### src/ecl_defines.vh
`ifndef ECL_DEFINES_VH
`define ECL_DEFINES_VH

// Configuration word indices in the serial memory
`define ECL_W_MAC0 3'h0
`define ECL_W_MAC1 3'h1
`define ECL_W_MAC2 3'h2
`define ECL_W_CTL 3'h3
`define ECL_W_VID 3'h4
`define ECL_W_PID 3'h5
`define ECL_W_PIN 3'h6
`define ECL_W_WAKE 3'h7
`define ECL_W_LAST 3'h7

// Accept code and low bit of each accept field in the control word
`define ECL_ACC_CODE 2'h1
`define ECL_ACC_ID 4'h0
`define ECL_ACC_PIN 4'h2
`define ECL_ACC_WK 4'h6
`define ECL_ACC_LED 4'ha
`define ECL_ACC_PHY 4'hc
`define ECL_ACC_REUSE 4'he

// Pin control word fields
`define ECL_PIN_CS 0
`define ECL_PIN_RD 1
`define ECL_PIN_WR 2
`define ECL_PIN_INTLOW 3
`define ECL_PIN_INTOD 4

// Wake-up word fields
`define ECL_WK_LOW 0
`define ECL_WK_PULSE 1
`define ECL_WK_MAGIC 2
`define ECL_WK_LINK 3
`define ECL_WK_LEDM 7
`define ECL_WK_PHY 8
`define ECL_WK_L2_HI 13
`define ECL_WK_L2_LO 12
`define ECL_WK_XOVER 14
`define ECL_WK_L1 15

// Built-in defaults
`define ECL_DEF_CS_LOW 1'b1
`define ECL_DEF_RD_LOW 1'b1
`define ECL_DEF_WR_LOW 1'b1
`define ECL_DEF_INT_LOW 1'b0
`define ECL_DEF_INT_OD 1'b0
`define ECL_DEF_WK_LOW 1'b0
`define ECL_DEF_WK_PULSE 1'b0
`define ECL_DEF_MAGIC 1'b0
`define ECL_DEF_LINK 1'b0
`define ECL_DEF_LEDM 1'b0
`define ECL_DEF_PHY 1'b0
`define ECL_DEF_L2 2'h0
`define ECL_DEF_XOVER 1'b1
`define ECL_DEF_L1 1'b0

// Second indicator reuse codes
`define ECL_L2_STALL 2'h1
`define ECL_L2_WAKE 2'h2

`endif

### src/ecl_out_pins.v
`timescale 1ns/1ps
`include "ecl_defines.vh"

module ecl_out_pins (
    input wire clk,
    input wire rstn,
    input wire ce,
    input wire int_evt,
    input wire int_low,
    input wire int_od,
    input wire wake_evt,
    input wire wake_low,
    input wire wake_pulse,
    output reg int_o,
    output reg int_oe,
    output reg wake_o,
    output wire wake_lvl
);
    // Previous wake request, for the pulse edge
    reg wake_prev_q;
    // Asserted wake meaning, before polarity
    reg wake_act;

    assign wake_lvl = wake_act;

    // Level mode follows the request; pulse mode gives one cycle
    always @*
    begin
        if (wake_pulse)
            wake_act = wake_evt & ~wake_prev_q;
        else
            wake_act = wake_evt;
    end

    // Registered pin drive, defaults are push-pull active high
    always @(posedge clk or negedge rstn)
    begin
        if (!rstn)
        begin
            int_o <= 1'b0;
            int_oe <= 1'b1;
            wake_o <= 1'b0;
            wake_prev_q <= 1'b0;
        end
        else if (ce)
        begin
            wake_prev_q <= wake_evt;
            // [RL11] interrupt polarity select
            int_o <= int_evt ^ int_low;
            // [RL12] open collector drives active only
            int_oe <= int_od ? int_evt : 1'b1;
            // [RL13] wake polarity select
            wake_o <= wake_act ^ wake_low;
        end
    end
endmodule // ecl_out_pins

### src/ecl_led_mux.v
`timescale 1ns/1ps
`include "ecl_defines.vh"

module ecl_led_mux (
    input wire clk,
    input wire rstn,
    input wire ce,
    input wire mode_8bit,
    input wire [1:0] l2_sel,
    input wire l1_wide,
    input wire act1,
    input wire act2,
    input wire stall,
    input wire wake_lvl,
    output reg pin1,
    output reg pin2
);
    // Pin reuse only exists in 16-bit host mode
    always @(posedge clk or negedge rstn)
    begin
        if (!rstn)
        begin
            pin1 <= 1'b0;
            pin2 <= 1'b0;
        end
        else if (ce)
        begin
            // [RL21] first indicator shows width
            if (!mode_8bit && l1_wide)
                pin1 <= 1'b1;
            else
                pin1 <= act1;
            // [RL19] second indicator reuse
            if (!mode_8bit && l2_sel == `ECL_L2_STALL)
                pin2 <= stall;
            else if (!mode_8bit && l2_sel == `ECL_L2_WAKE)
                pin2 <= wake_lvl;
            else
                pin2 <= act2;
        end
    end
endmodule // ecl_led_mux

### src/ecl_loader.v
// Functional notes
// [RL1] Words 0-2 give station address
// [RL2] Code 01 in 1:0 loads IDs
// [RL3] Code 01 in 3:2 applies word6
// [RL4] Code 01 in 7:6, 8-bit applies word7[3:0]
// [RL5] Code 01 in 11:10 applies LED mode
// [RL6] Code 01 in 13:12 applies PHY enable
// [RL7] Code 01 in 15:14 applies word7[15:12]
// [RL8] Vendor ID from word 4, else default
// [RL9] Product ID from word 5, else default
// [RL10] Word6 bits 0-2 host strobe polarity
// [RL11] Word6 bit3 interrupt active low
// [RL12] Word6 bit4 interrupt open collector
// [RL13] Word7 bit0 wake active low
// [RL14] Word7 bit1 wake pulse mode
// [RL15] Word7 bit2 magic packet wake
// [RL16] Word7 bit3 link change wake
// [RL17] Word7 bit7 LED mode 1
// [RL18] Word7 bit8 PHY on after power-on
// [RL19] Word7 13:12 second indicator reuse
// [RL20] Word7 bit14 automatic crossover enable
// [RL21] Word7 bit15 first indicator shows width
// [RL22] Other accept codes keep defaults
// [RL23] Settings apply after all words read
`timescale 1ns/1ps
`include "ecl_defines.vh"

module ecl_loader #(
    // Arbitrary identity values, not tied to any maker
    parameter [15:0] DEF_VENDOR_ID = 16'h1234,
    parameter [15:0] DEF_PRODUCT_ID = 16'h5678,
    // Station address used until a load completes
    parameter [47:0] DEF_STATION = 48'h0,
    // Number of configuration words fetched
    parameter integer WORDS = 8
) (
    CLK_SYS,
    RSTN,
    CE,
    MODE_8BIT,
    RD_REQ,
    RD_ADDR,
    RD_ACK,
    RD_DATA,
    LOAD_DONE,
    STATION_ADDR,
    VENDOR_ID,
    PRODUCT_ID,
    CHIP_SEL_IN,
    READ_STROBE_IN,
    WRITE_STROBE_IN,
    CHIP_SEL_ACT,
    READ_ACT,
    WRITE_ACT,
    INT_EVENT,
    INT_O,
    INT_OE,
    WAKE_EVENT,
    WAKE_O,
    MAGIC_WAKE_EN,
    LINK_WAKE_EN,
    LED_MODE1,
    PHY_PWR_EN,
    AUTO_XOVER_EN,
    FIRST_IND_ACT,
    SECOND_IND_ACT,
    BUS_STALL_IN,
    FIRST_INDICATOR_PIN,
    SECOND_INDICATOR_PIN
);
    input wire CLK_SYS;
    input wire RSTN;
    input wire CE;
    input wire MODE_8BIT;
    output wire RD_REQ;
    output wire [2:0] RD_ADDR;
    input wire RD_ACK;
    input wire [15:0] RD_DATA;
    output wire LOAD_DONE;
    output wire [47:0] STATION_ADDR;
    output wire [15:0] VENDOR_ID;
    output wire [15:0] PRODUCT_ID;
    input wire CHIP_SEL_IN;
    input wire READ_STROBE_IN;
    input wire WRITE_STROBE_IN;
    output reg CHIP_SEL_ACT;
    output reg READ_ACT;
    output reg WRITE_ACT;
    input wire INT_EVENT;
    output wire INT_O;
    output wire INT_OE;
    input wire WAKE_EVENT;
    output wire WAKE_O;
    output wire MAGIC_WAKE_EN;
    output wire LINK_WAKE_EN;
    output wire LED_MODE1;
    output wire PHY_PWR_EN;
    output wire AUTO_XOVER_EN;
    input wire FIRST_IND_ACT;
    input wire SECOND_IND_ACT;
    input wire BUS_STALL_IN;
    output wire FIRST_INDICATOR_PIN;
    output wire SECOND_INDICATOR_PIN;

    // One-hot loader states
    localparam [3:0] ST_RESET = 4'h1;
    localparam [3:0] ST_FETCH = 4'h2;
    localparam [3:0] ST_APPLY = 4'h4;
    localparam [3:0] ST_DONE = 4'h8;

    // True when a two-bit accept field holds the accept code
    function accept;
        input [15:0] ctl;
        input [3:0] lsb;
        reg [15:0] sh;
        begin
            sh = ctl >> lsb;
            accept = (sh[1:0] == `ECL_ACC_CODE);
        end
    endfunction

    // Loader state and word index
    reg [3:0] state_q;
    reg [3:0] state_d;
    reg [2:0] idx_q;
    reg [2:0] idx_d;
    // Raw configuration words, flip-flop storage by index
    reg [15:0] word_q [0:WORDS-1];

    // Applied settings, defaults until the load completes
    reg [47:0] station_q;
    reg [15:0] vendor_q;
    reg [15:0] product_q;
    reg cs_low_q;
    reg rd_low_q;
    reg wr_low_q;
    reg int_low_q;
    reg int_od_q;
    reg wk_low_q;
    reg wk_pulse_q;
    reg magic_q;
    reg link_q;
    reg ledm_q;
    reg phy_q;
    reg [1:0] l2_q;
    reg xover_q;
    reg l1_q;
    reg done_q;
    // Wake level before polarity, shared with the indicator mux
    wire wake_lvl;
    // Word just captured from the memory
    wire take;
    // Control word once fetched
    wire [15:0] ctl;
    integer i;

    assign take = state_q[1] & RD_ACK;
    assign ctl = word_q[`ECL_W_CTL];

    // Request stays up while fetching; the memory side acks
    assign RD_REQ = state_q[1];
    assign RD_ADDR = idx_q;

    assign LOAD_DONE = done_q;
    assign STATION_ADDR = station_q;
    assign VENDOR_ID = vendor_q;
    assign PRODUCT_ID = product_q;
    assign MAGIC_WAKE_EN = magic_q;
    assign LINK_WAKE_EN = link_q;
    assign LED_MODE1 = ledm_q;
    assign PHY_PWR_EN = phy_q;
    assign AUTO_XOVER_EN = xover_q;

    // Next state: fetch every word, then apply once
    always @*
    begin
        state_d = state_q;
        idx_d = idx_q;
        case (state_q)
            ST_RESET:
            begin
                state_d = ST_FETCH;
                idx_d = `ECL_W_MAC0;
            end
            ST_FETCH:
            begin
                // [RL23] all words before any apply
                if (RD_ACK)
                begin
                    if (idx_q == `ECL_W_LAST)
                        state_d = ST_APPLY;
                    else
                        idx_d = idx_q + 3'h1;
                end
            end
            ST_APPLY:
                state_d = ST_DONE;
            ST_DONE:
                state_d = ST_DONE;
            default:
                state_d = ST_RESET;
        endcase
    end

    // State register and word capture
    always @(posedge CLK_SYS or negedge RSTN)
    begin
        if (!RSTN)
        begin
            state_q <= ST_RESET;
            idx_q <= 3'h0;
            for (i = 0; i < WORDS; i = i + 1)
                word_q[i] <= 16'h0;
        end
        else if (CE)
        begin
            state_q <= state_d;
            idx_q <= idx_d;
            if (take)
                word_q[idx_q] <= RD_DATA;
        end
    end

    // Identity and address; copied once in the apply state
    always @(posedge CLK_SYS or negedge RSTN)
    begin
        if (!RSTN)
        begin
            station_q <= DEF_STATION;
            vendor_q <= DEF_VENDOR_ID;
            product_q <= DEF_PRODUCT_ID;
            done_q <= 1'b0;
        end
        else if (CE && state_q[2])
        begin
            done_q <= 1'b1;
            // [RL1] low byte of word 0 is offset 0
            station_q <= {word_q[`ECL_W_MAC2],
                          word_q[`ECL_W_MAC1],
                          word_q[`ECL_W_MAC0]};
            // [RL2] identifiers replaced on accept
            if (accept(ctl, `ECL_ACC_ID))
            begin
                // [RL8] vendor identifier from word 4
                vendor_q <= word_q[`ECL_W_VID];
                // [RL9] product identifier from word 5
                product_q <= word_q[`ECL_W_PID];
            end
        end
    end

    // Host pin control settings from word 6
    always @(posedge CLK_SYS or negedge RSTN)
    begin
        if (!RSTN)
        begin
            cs_low_q <= `ECL_DEF_CS_LOW;
            rd_low_q <= `ECL_DEF_RD_LOW;
            wr_low_q <= `ECL_DEF_WR_LOW;
            int_low_q <= `ECL_DEF_INT_LOW;
            int_od_q <= `ECL_DEF_INT_OD;
        end
        // [RL3] word 6 pin settings on accept
        else if (CE && state_q[2] && accept(ctl, `ECL_ACC_PIN))
        begin
            // [RL10] strobe polarities loaded
            cs_low_q <= word_q[`ECL_W_PIN][`ECL_PIN_CS];
            rd_low_q <= word_q[`ECL_W_PIN][`ECL_PIN_RD];
            wr_low_q <= word_q[`ECL_W_PIN][`ECL_PIN_WR];
            int_low_q <= word_q[`ECL_W_PIN][`ECL_PIN_INTLOW];
            int_od_q <= word_q[`ECL_W_PIN][`ECL_PIN_INTOD];
        end
    end

    // Wake-up, indicator and PHY settings from word 7
    always @(posedge CLK_SYS or negedge RSTN)
    begin
        if (!RSTN)
        begin
            wk_low_q <= `ECL_DEF_WK_LOW;
            wk_pulse_q <= `ECL_DEF_WK_PULSE;
            magic_q <= `ECL_DEF_MAGIC;
            link_q <= `ECL_DEF_LINK;
            ledm_q <= `ECL_DEF_LEDM;
            phy_q <= `ECL_DEF_PHY;
            l2_q <= `ECL_DEF_L2;
            xover_q <= `ECL_DEF_XOVER;
            l1_q <= `ECL_DEF_L1;
        end
        else if (CE && state_q[2])
        begin
            // [RL4] wake group only in 8-bit mode
            if (accept(ctl, `ECL_ACC_WK) && MODE_8BIT)
            begin
                // [RL13] wake polarity bit
                wk_low_q <= word_q[`ECL_W_WAKE][`ECL_WK_LOW];
                // [RL14] wake pulse or level
                wk_pulse_q <= word_q[`ECL_W_WAKE][`ECL_WK_PULSE];
                // [RL15] magic packet wake enable
                magic_q <= word_q[`ECL_W_WAKE][`ECL_WK_MAGIC];
                // [RL16] link change wake enable
                link_q <= word_q[`ECL_W_WAKE][`ECL_WK_LINK];
            end
            // [RL5] LED mode on accept
            if (accept(ctl, `ECL_ACC_LED))
                // [RL17] select indicator mode 1
                ledm_q <= word_q[`ECL_W_WAKE][`ECL_WK_LEDM];
            // [RL6] PHY enable on accept
            if (accept(ctl, `ECL_ACC_PHY))
                // [RL18] PHY stays powered
                phy_q <= word_q[`ECL_W_WAKE][`ECL_WK_PHY];
            // [RL7] upper nibble on accept
            if (accept(ctl, `ECL_ACC_REUSE))
            begin
                l2_q <= word_q[`ECL_W_WAKE]
                    [`ECL_WK_L2_HI:`ECL_WK_L2_LO];
                // [RL20] crossover detection switch
                xover_q <= word_q[`ECL_W_WAKE][`ECL_WK_XOVER];
                l1_q <= word_q[`ECL_W_WAKE][`ECL_WK_L1];
            end
            // [RL22] any other code keeps defaults
        end
    end

    // Host strobes turned into asserted meaning; registered so the
    // polarity swap at load time never glitches the host logic
    always @(posedge CLK_SYS or negedge RSTN)
    begin
        if (!RSTN)
        begin
            CHIP_SEL_ACT <= 1'b0;
            READ_ACT <= 1'b0;
            WRITE_ACT <= 1'b0;
        end
        else if (CE)
        begin
            // [RL10] polarity applied to strobes
            CHIP_SEL_ACT <= CHIP_SEL_IN ^ cs_low_q;
            READ_ACT <= READ_STROBE_IN ^ rd_low_q;
            WRITE_ACT <= WRITE_STROBE_IN ^ wr_low_q;
        end
    end

    // Interrupt and wake pin drivers
    ecl_out_pins u_pins (
        .clk(CLK_SYS),
        .rstn(RSTN),
        .ce(CE),
        .int_evt(INT_EVENT),
        .int_low(int_low_q),
        .int_od(int_od_q),
        .wake_evt(WAKE_EVENT),
        .wake_low(wk_low_q),
        .wake_pulse(wk_pulse_q),
        .int_o(INT_O),
        .int_oe(INT_OE),
        .wake_o(WAKE_O),
        .wake_lvl(wake_lvl)
    );

    // Indicator pin reuse
    ecl_led_mux u_led (
        .clk(CLK_SYS),
        .rstn(RSTN),
        .ce(CE),
        .mode_8bit(MODE_8BIT),
        .l2_sel(l2_q),
        .l1_wide(l1_q),
        .act1(FIRST_IND_ACT),
        .act2(SECOND_IND_ACT),
        .stall(BUS_STALL_IN),
        .wake_lvl(wake_lvl),
        .pin1(FIRST_INDICATOR_PIN),
        .pin2(SECOND_INDICATOR_PIN)
    );
endmodule // ecl_loader

### config.mk
export PLATFORM = sky130hd
export DESIGN_NAME = ecl_loader
export DESIGN_NICKNAME = d
export VERILOG_FILES = /design/src/ecl_out_pins.v /design/src/ecl_led_mux.v /design/src/ecl_loader.v
export VERILOG_INCLUDE_DIRS = /design/src
export SDC_FILE = /design/constraint.sdc
export NUM_CORES = 1
export LEC_CHECK = 0
export BUFFER_PORTS_ARGS = -buffer_cell sky130_fd_sc_hd__clkbuf_2
export CAP_MARGIN = 20
export CORE_ASPECT_RATIO = 0.8
export CORE_MARGIN = 2
export CORE_UTILIZATION = 51
export DETAILED_ROUTE_END_ITERATION = 10
export PLACE_DENSITY_LB_ADDON = 0.2
export SETUP_SLACK_MARGIN = 0.4
export SYNTH_ARGS = -nofsm -noshare
export SYNTH_HDL_FRONTEND = slang
export SYNTH_SLANG_ARGS = --single-unit
### constraint.sdc
create_clock -name CLK_SYS -period 1.8 [get_ports CLK_SYS]
set_clock_uncertainty 0.2 [all_clocks]
set_input_delay 0.36 -clock CLK_SYS [delete_from_list [all_inputs] [get_ports CLK_SYS]]
set_output_delay 0.36 -clock CLK_SYS [all_outputs]
set_load 0.05 [all_outputs]
==> impl_metrics.py <==
metrics = {
    "outcome": {
        "status": "finished with violations",
        "violations": "negative setup slack",
    },
    "critical_path": {
        "critical_path_class": "reg -> reg",
        "worstRegToRegCells": 3,
        "cp_max_fo": 16,
        "reg2reg_slack_ns": -0.08,
        "crit_start": "RD_ADDR[0]$_DFFE_PN0P_",
        "worstReg2RegEnd": "word_q[120]$_DFFE_PN0P_",
        "start_kind": "flip-flop",
        "arrival_ns": 2.06,
        "endpoint": "word_q[120]$_DFFE_PN0P_",
        "worstPathRequired_ns": 1.97,
        "end_kind": "flip-flop",
        "r2r_start": "RD_ADDR[0]$_DFFE_PN0P_",
    },
    "logic_synthesis": {
        "synth_xor_area_share_pct": 0.515,
        "ys.warnings.count": 0,
        "synthTopCellsByCount": "200 x dfrtp_1, 184 x mux2_2, 20 x mux2_4, 19 x dfstp_2",
        "synthMuxAreaShare_pct": 27.9,
        "netlist_instances": 528,
        "synth_top_family_by_area": "multiplexers",
        "synth_seq_cells": 219,
        "synth_compound_area_share_pct": 1.76,
        "synth_top_area_share_pct": 58.8,
        "syn_nets": 559,
        "ys_seq_area_share_pct": 64.7,
        "synth-async-reset-ratio_pct": 100,
        "synth_ff_type": "dfrtp_1",
        "synth_edf_count": 0,
        "ys_top_cells_by_area": "dfrtp_1 59%, mux2_2 24%, dfstp_2 5.9%, mux2_4 3.5%, buf_2 0.65%",
        "synthAdderAreaFrac_pct": 0.294,
        "yosys.area_share.simple_pct": 3.35,
        "synth_top_area_cell": "dfrtp_1",
        "synth.most_common_cell": "dfrtp_1",
        "synth.avg_cell_area_um2": 16.1,
        "syn_area_um2": 8510,
        "yosysUniqueCellTypes": 43,
    },
    "clock_tree": {
        "clkTransAtPathRegs_ns": 0.07,
        "cts-root-buf": "clkbuf_16",
        "cts-buffers-inserted": 22,
        "cts_tree": "done",
        "h-tree-depth": 1,
        "clockBufferDepth": 3,
        "cts.sinks": 219,
        "clock_latency_ns": 0.50,
    },
    "cells_and_area": {
        "final_net_count": 796,
        "drive_above_1_share_pct": 66.2,
        "final_cell_count_no_fill": 999,
        "antenna_cells": 0,
        "area_delta_synth_final_pct": 55.6,
        "post-route-util_pct": 80.5,
    },
    "drt": {
        "detail_route.wirelength_um": 22900,
        "drt-initial-drc-count": 352,
        "wl_per_cell_um": 22.9,
        "antenna_left": 0,
        "vias": 5398,
        "drc": 0,
        "first_pass_iters": 4,
        "viasPerCell": 5.40,
    },
    "global_routing": {
        "grt_pass1_wl_um": 34400,
        "grt_use_met2_pct": 41.7,
        "grt_use_met1_pct": 35.9,
        "grt_max_degree": 49,
        "use_met3_pct": 4.98,
        "busiest_layer": "met2",
        "grt_pass1_vias": 5959,
        "antenna_found_initial": 0,
        "grt_usage_pct": 25.3,
        "grt_overflow": 0,
    },
    "timing": {
        "relSlewSlack_pct": 74.6,
        "period_share_pct": 105,
        "hold_viol": 0,
        "fin_crit_ns": 1.88,
        "drv_slew": 0,
        "finalSetupViolCount": 93,
        "worst_pin_slew_ns": 0.378,
        "setup_slack_ns": -0.0836,
        "tns_ns": -3.12,
        "max_freq_mhz": 531,
        "rsz0062_at_grt": "yes",
    },
    "placement": {
        "place.gp.congestion": 0.846,
        "dp_hpwl_um": 12300,
        "placed_cells": 886,
        "io_buffers": 126,
        "pre_cts_ws_ns": -0.125,
    },
    "floorplan": {
        "num_rows": 42,
        "die_y_um": 120,
        "initial_core_util_pct": 51.7,
        "dieWidth_um": 148,
        "fp.coreArea_um2": 16400,
        "io_pins": 127,
        "die_area_um2": 17700,
    },
    "min_path": {
        "min_path_type": "in -> reg",
        "holdPathStages": 3,
    },
    "power": {
        "switching_share_pct": 26.4,
        "internal-power_w": 0.0101,
        "pwr-share-seq_pct": 46.3,
        "combPwrFrac_pct": 20.6,
        "pwr-share-clk_pct": 33.1,
        "ir_drop_uv": 612,
        "powerDensity_nw_per_um2": 1040,
        "post-layout-total-power_w": 0.0137,
        "p_leak_nw": 6.66,
        "p_sw_w": 0.00362,
    },
    "job": {
        "max_cap_viol_count": 0,
    },
}
cell type report:
type                    instances  area [µm²]
clock buffers                  32         659
flip-flops and latches        219        5510
fillers                       842        3210
clock inverters                 6        58.8
repair buffers                235        3050
multi-input cells             282        3670
well taps                     220         275
inverters                       5        18.8
worst max-delay path, cell delays in order (launching register included):
cell and delay [ns]:
dfrtp_2 0.44, nand2b_4 0.15, or4_4 0.59, mux2_4 0.36
power by group through the flow:
stage          Combinational, W  Clock (W)  Sequential (W)
2_1_floorplan           0.00122          0         0.00640
3_3_place_gp            0.00198          0         0.00624
3_5_place_dp            0.00208          0         0.00631
4_1_cts                 0.00249    0.00457         0.00626
5_1_grt                 0.00299    0.00483         0.00643
6_report                0.00282    0.00455         0.00635
layout by cell type (no fill, tap or decap), types with 2 or more instances in the layout:
cell,count
a21oi_1,8
a22o_1,2
buf_12,14
buf_16,9
buf_4,61
buf_6,18
buf_8,82
clkbuf_1,4
clkbuf_16,40
clkbuf_2,27
clkbuf_8,5
clkinv_2,4
dfrtp_1,195
dfrtp_2,5
dfstp_2,19
dlygate4sd3_1,7
inv_1,5
mux2_2,20
mux2_4,184
nand2_1,4
nand2_2,2
nand2b_1,3
nand4b_1,4
nor2_1,9
nor2_2,2
nor3_4,2
nor3b_4,2
or3_4,2
or4_4,2
xnor2_1,5
registers in the layout, summed over array words and instances, names as in the netlist, 2 cells and up:
register,cells
PRODUCT_ID,16
state_q,4
ctl,12
l2_q,2
word_q,95
VENDOR_ID,16
RD_ADDR,3
STATION_ADDR,48
worst min path at each step:
stage               start                         to  slack [ns]
4_1_cts                CE  u_pins.int_oe$_DFFE_PN1P_        0.03
5_1_grt        RD_DATA[9]    word_q[121]$_DFFE_PN0P_        0.04
6_report               CE  u_pins.int_oe$_DFFE_PN1P_        0.05
3_5_place_dp         RSTN       int_od_q$_DFFE_PN0P_        0.07
2_1_floorplan        RSTN   CHIP_SEL_ACT$_DFFE_PN0P_       -0.14
3_3_place_gp         RSTN      int_low_q$_DFFE_PN0P_        0.07
kinds of logic (layout without fill, tap and decap cells):
logic type / Yosys count / after routing
AOI/OAI and AO/OA: 23 / 23
and+or+nand+nor: 48 / 48
buffers and inverters: 27 / 278
adders and majority gates: 2 / 2
DFF: 219 / 219
muxes: 204 / 204
xor gates and xnor gates: 5 / 5
per-layer routing:
| layer | part of all wire (%) | wire length [µm] |
|---|---|---|
| met5 | 0 | 0 |
| met4 | 1.7 | 388 |
| met3 | 4.7 | 1080 |
| met2 | 49 | 11200 |
| met1 | 45 | 10200 |
metrics by stage:
step,hold slack [ns],instance area (µm²)
after floorplan,-0.136,8790
after CTS,0.0260,12600
after global placement,0.0704,9900
after detailed placement,0.0722,9900
final,0.0535,13200
after global routing,0.0396,13200
timing repair:
| item | 4_1_cts | 5_1_grt |
|---|---|---|
| pin swaps | 10 | 4 |
| hold buffers | 7 | 0 |
| hold endpoints to repair | 209 | 0 |
| gates cloned | 9 | 0 |
| endpoints found under the setup margin | 303 | 308 |
| buffers inserted | 32 | 27 |
| resized for setup | 314 | 158 |
Power figures use the tool's default switching activity.
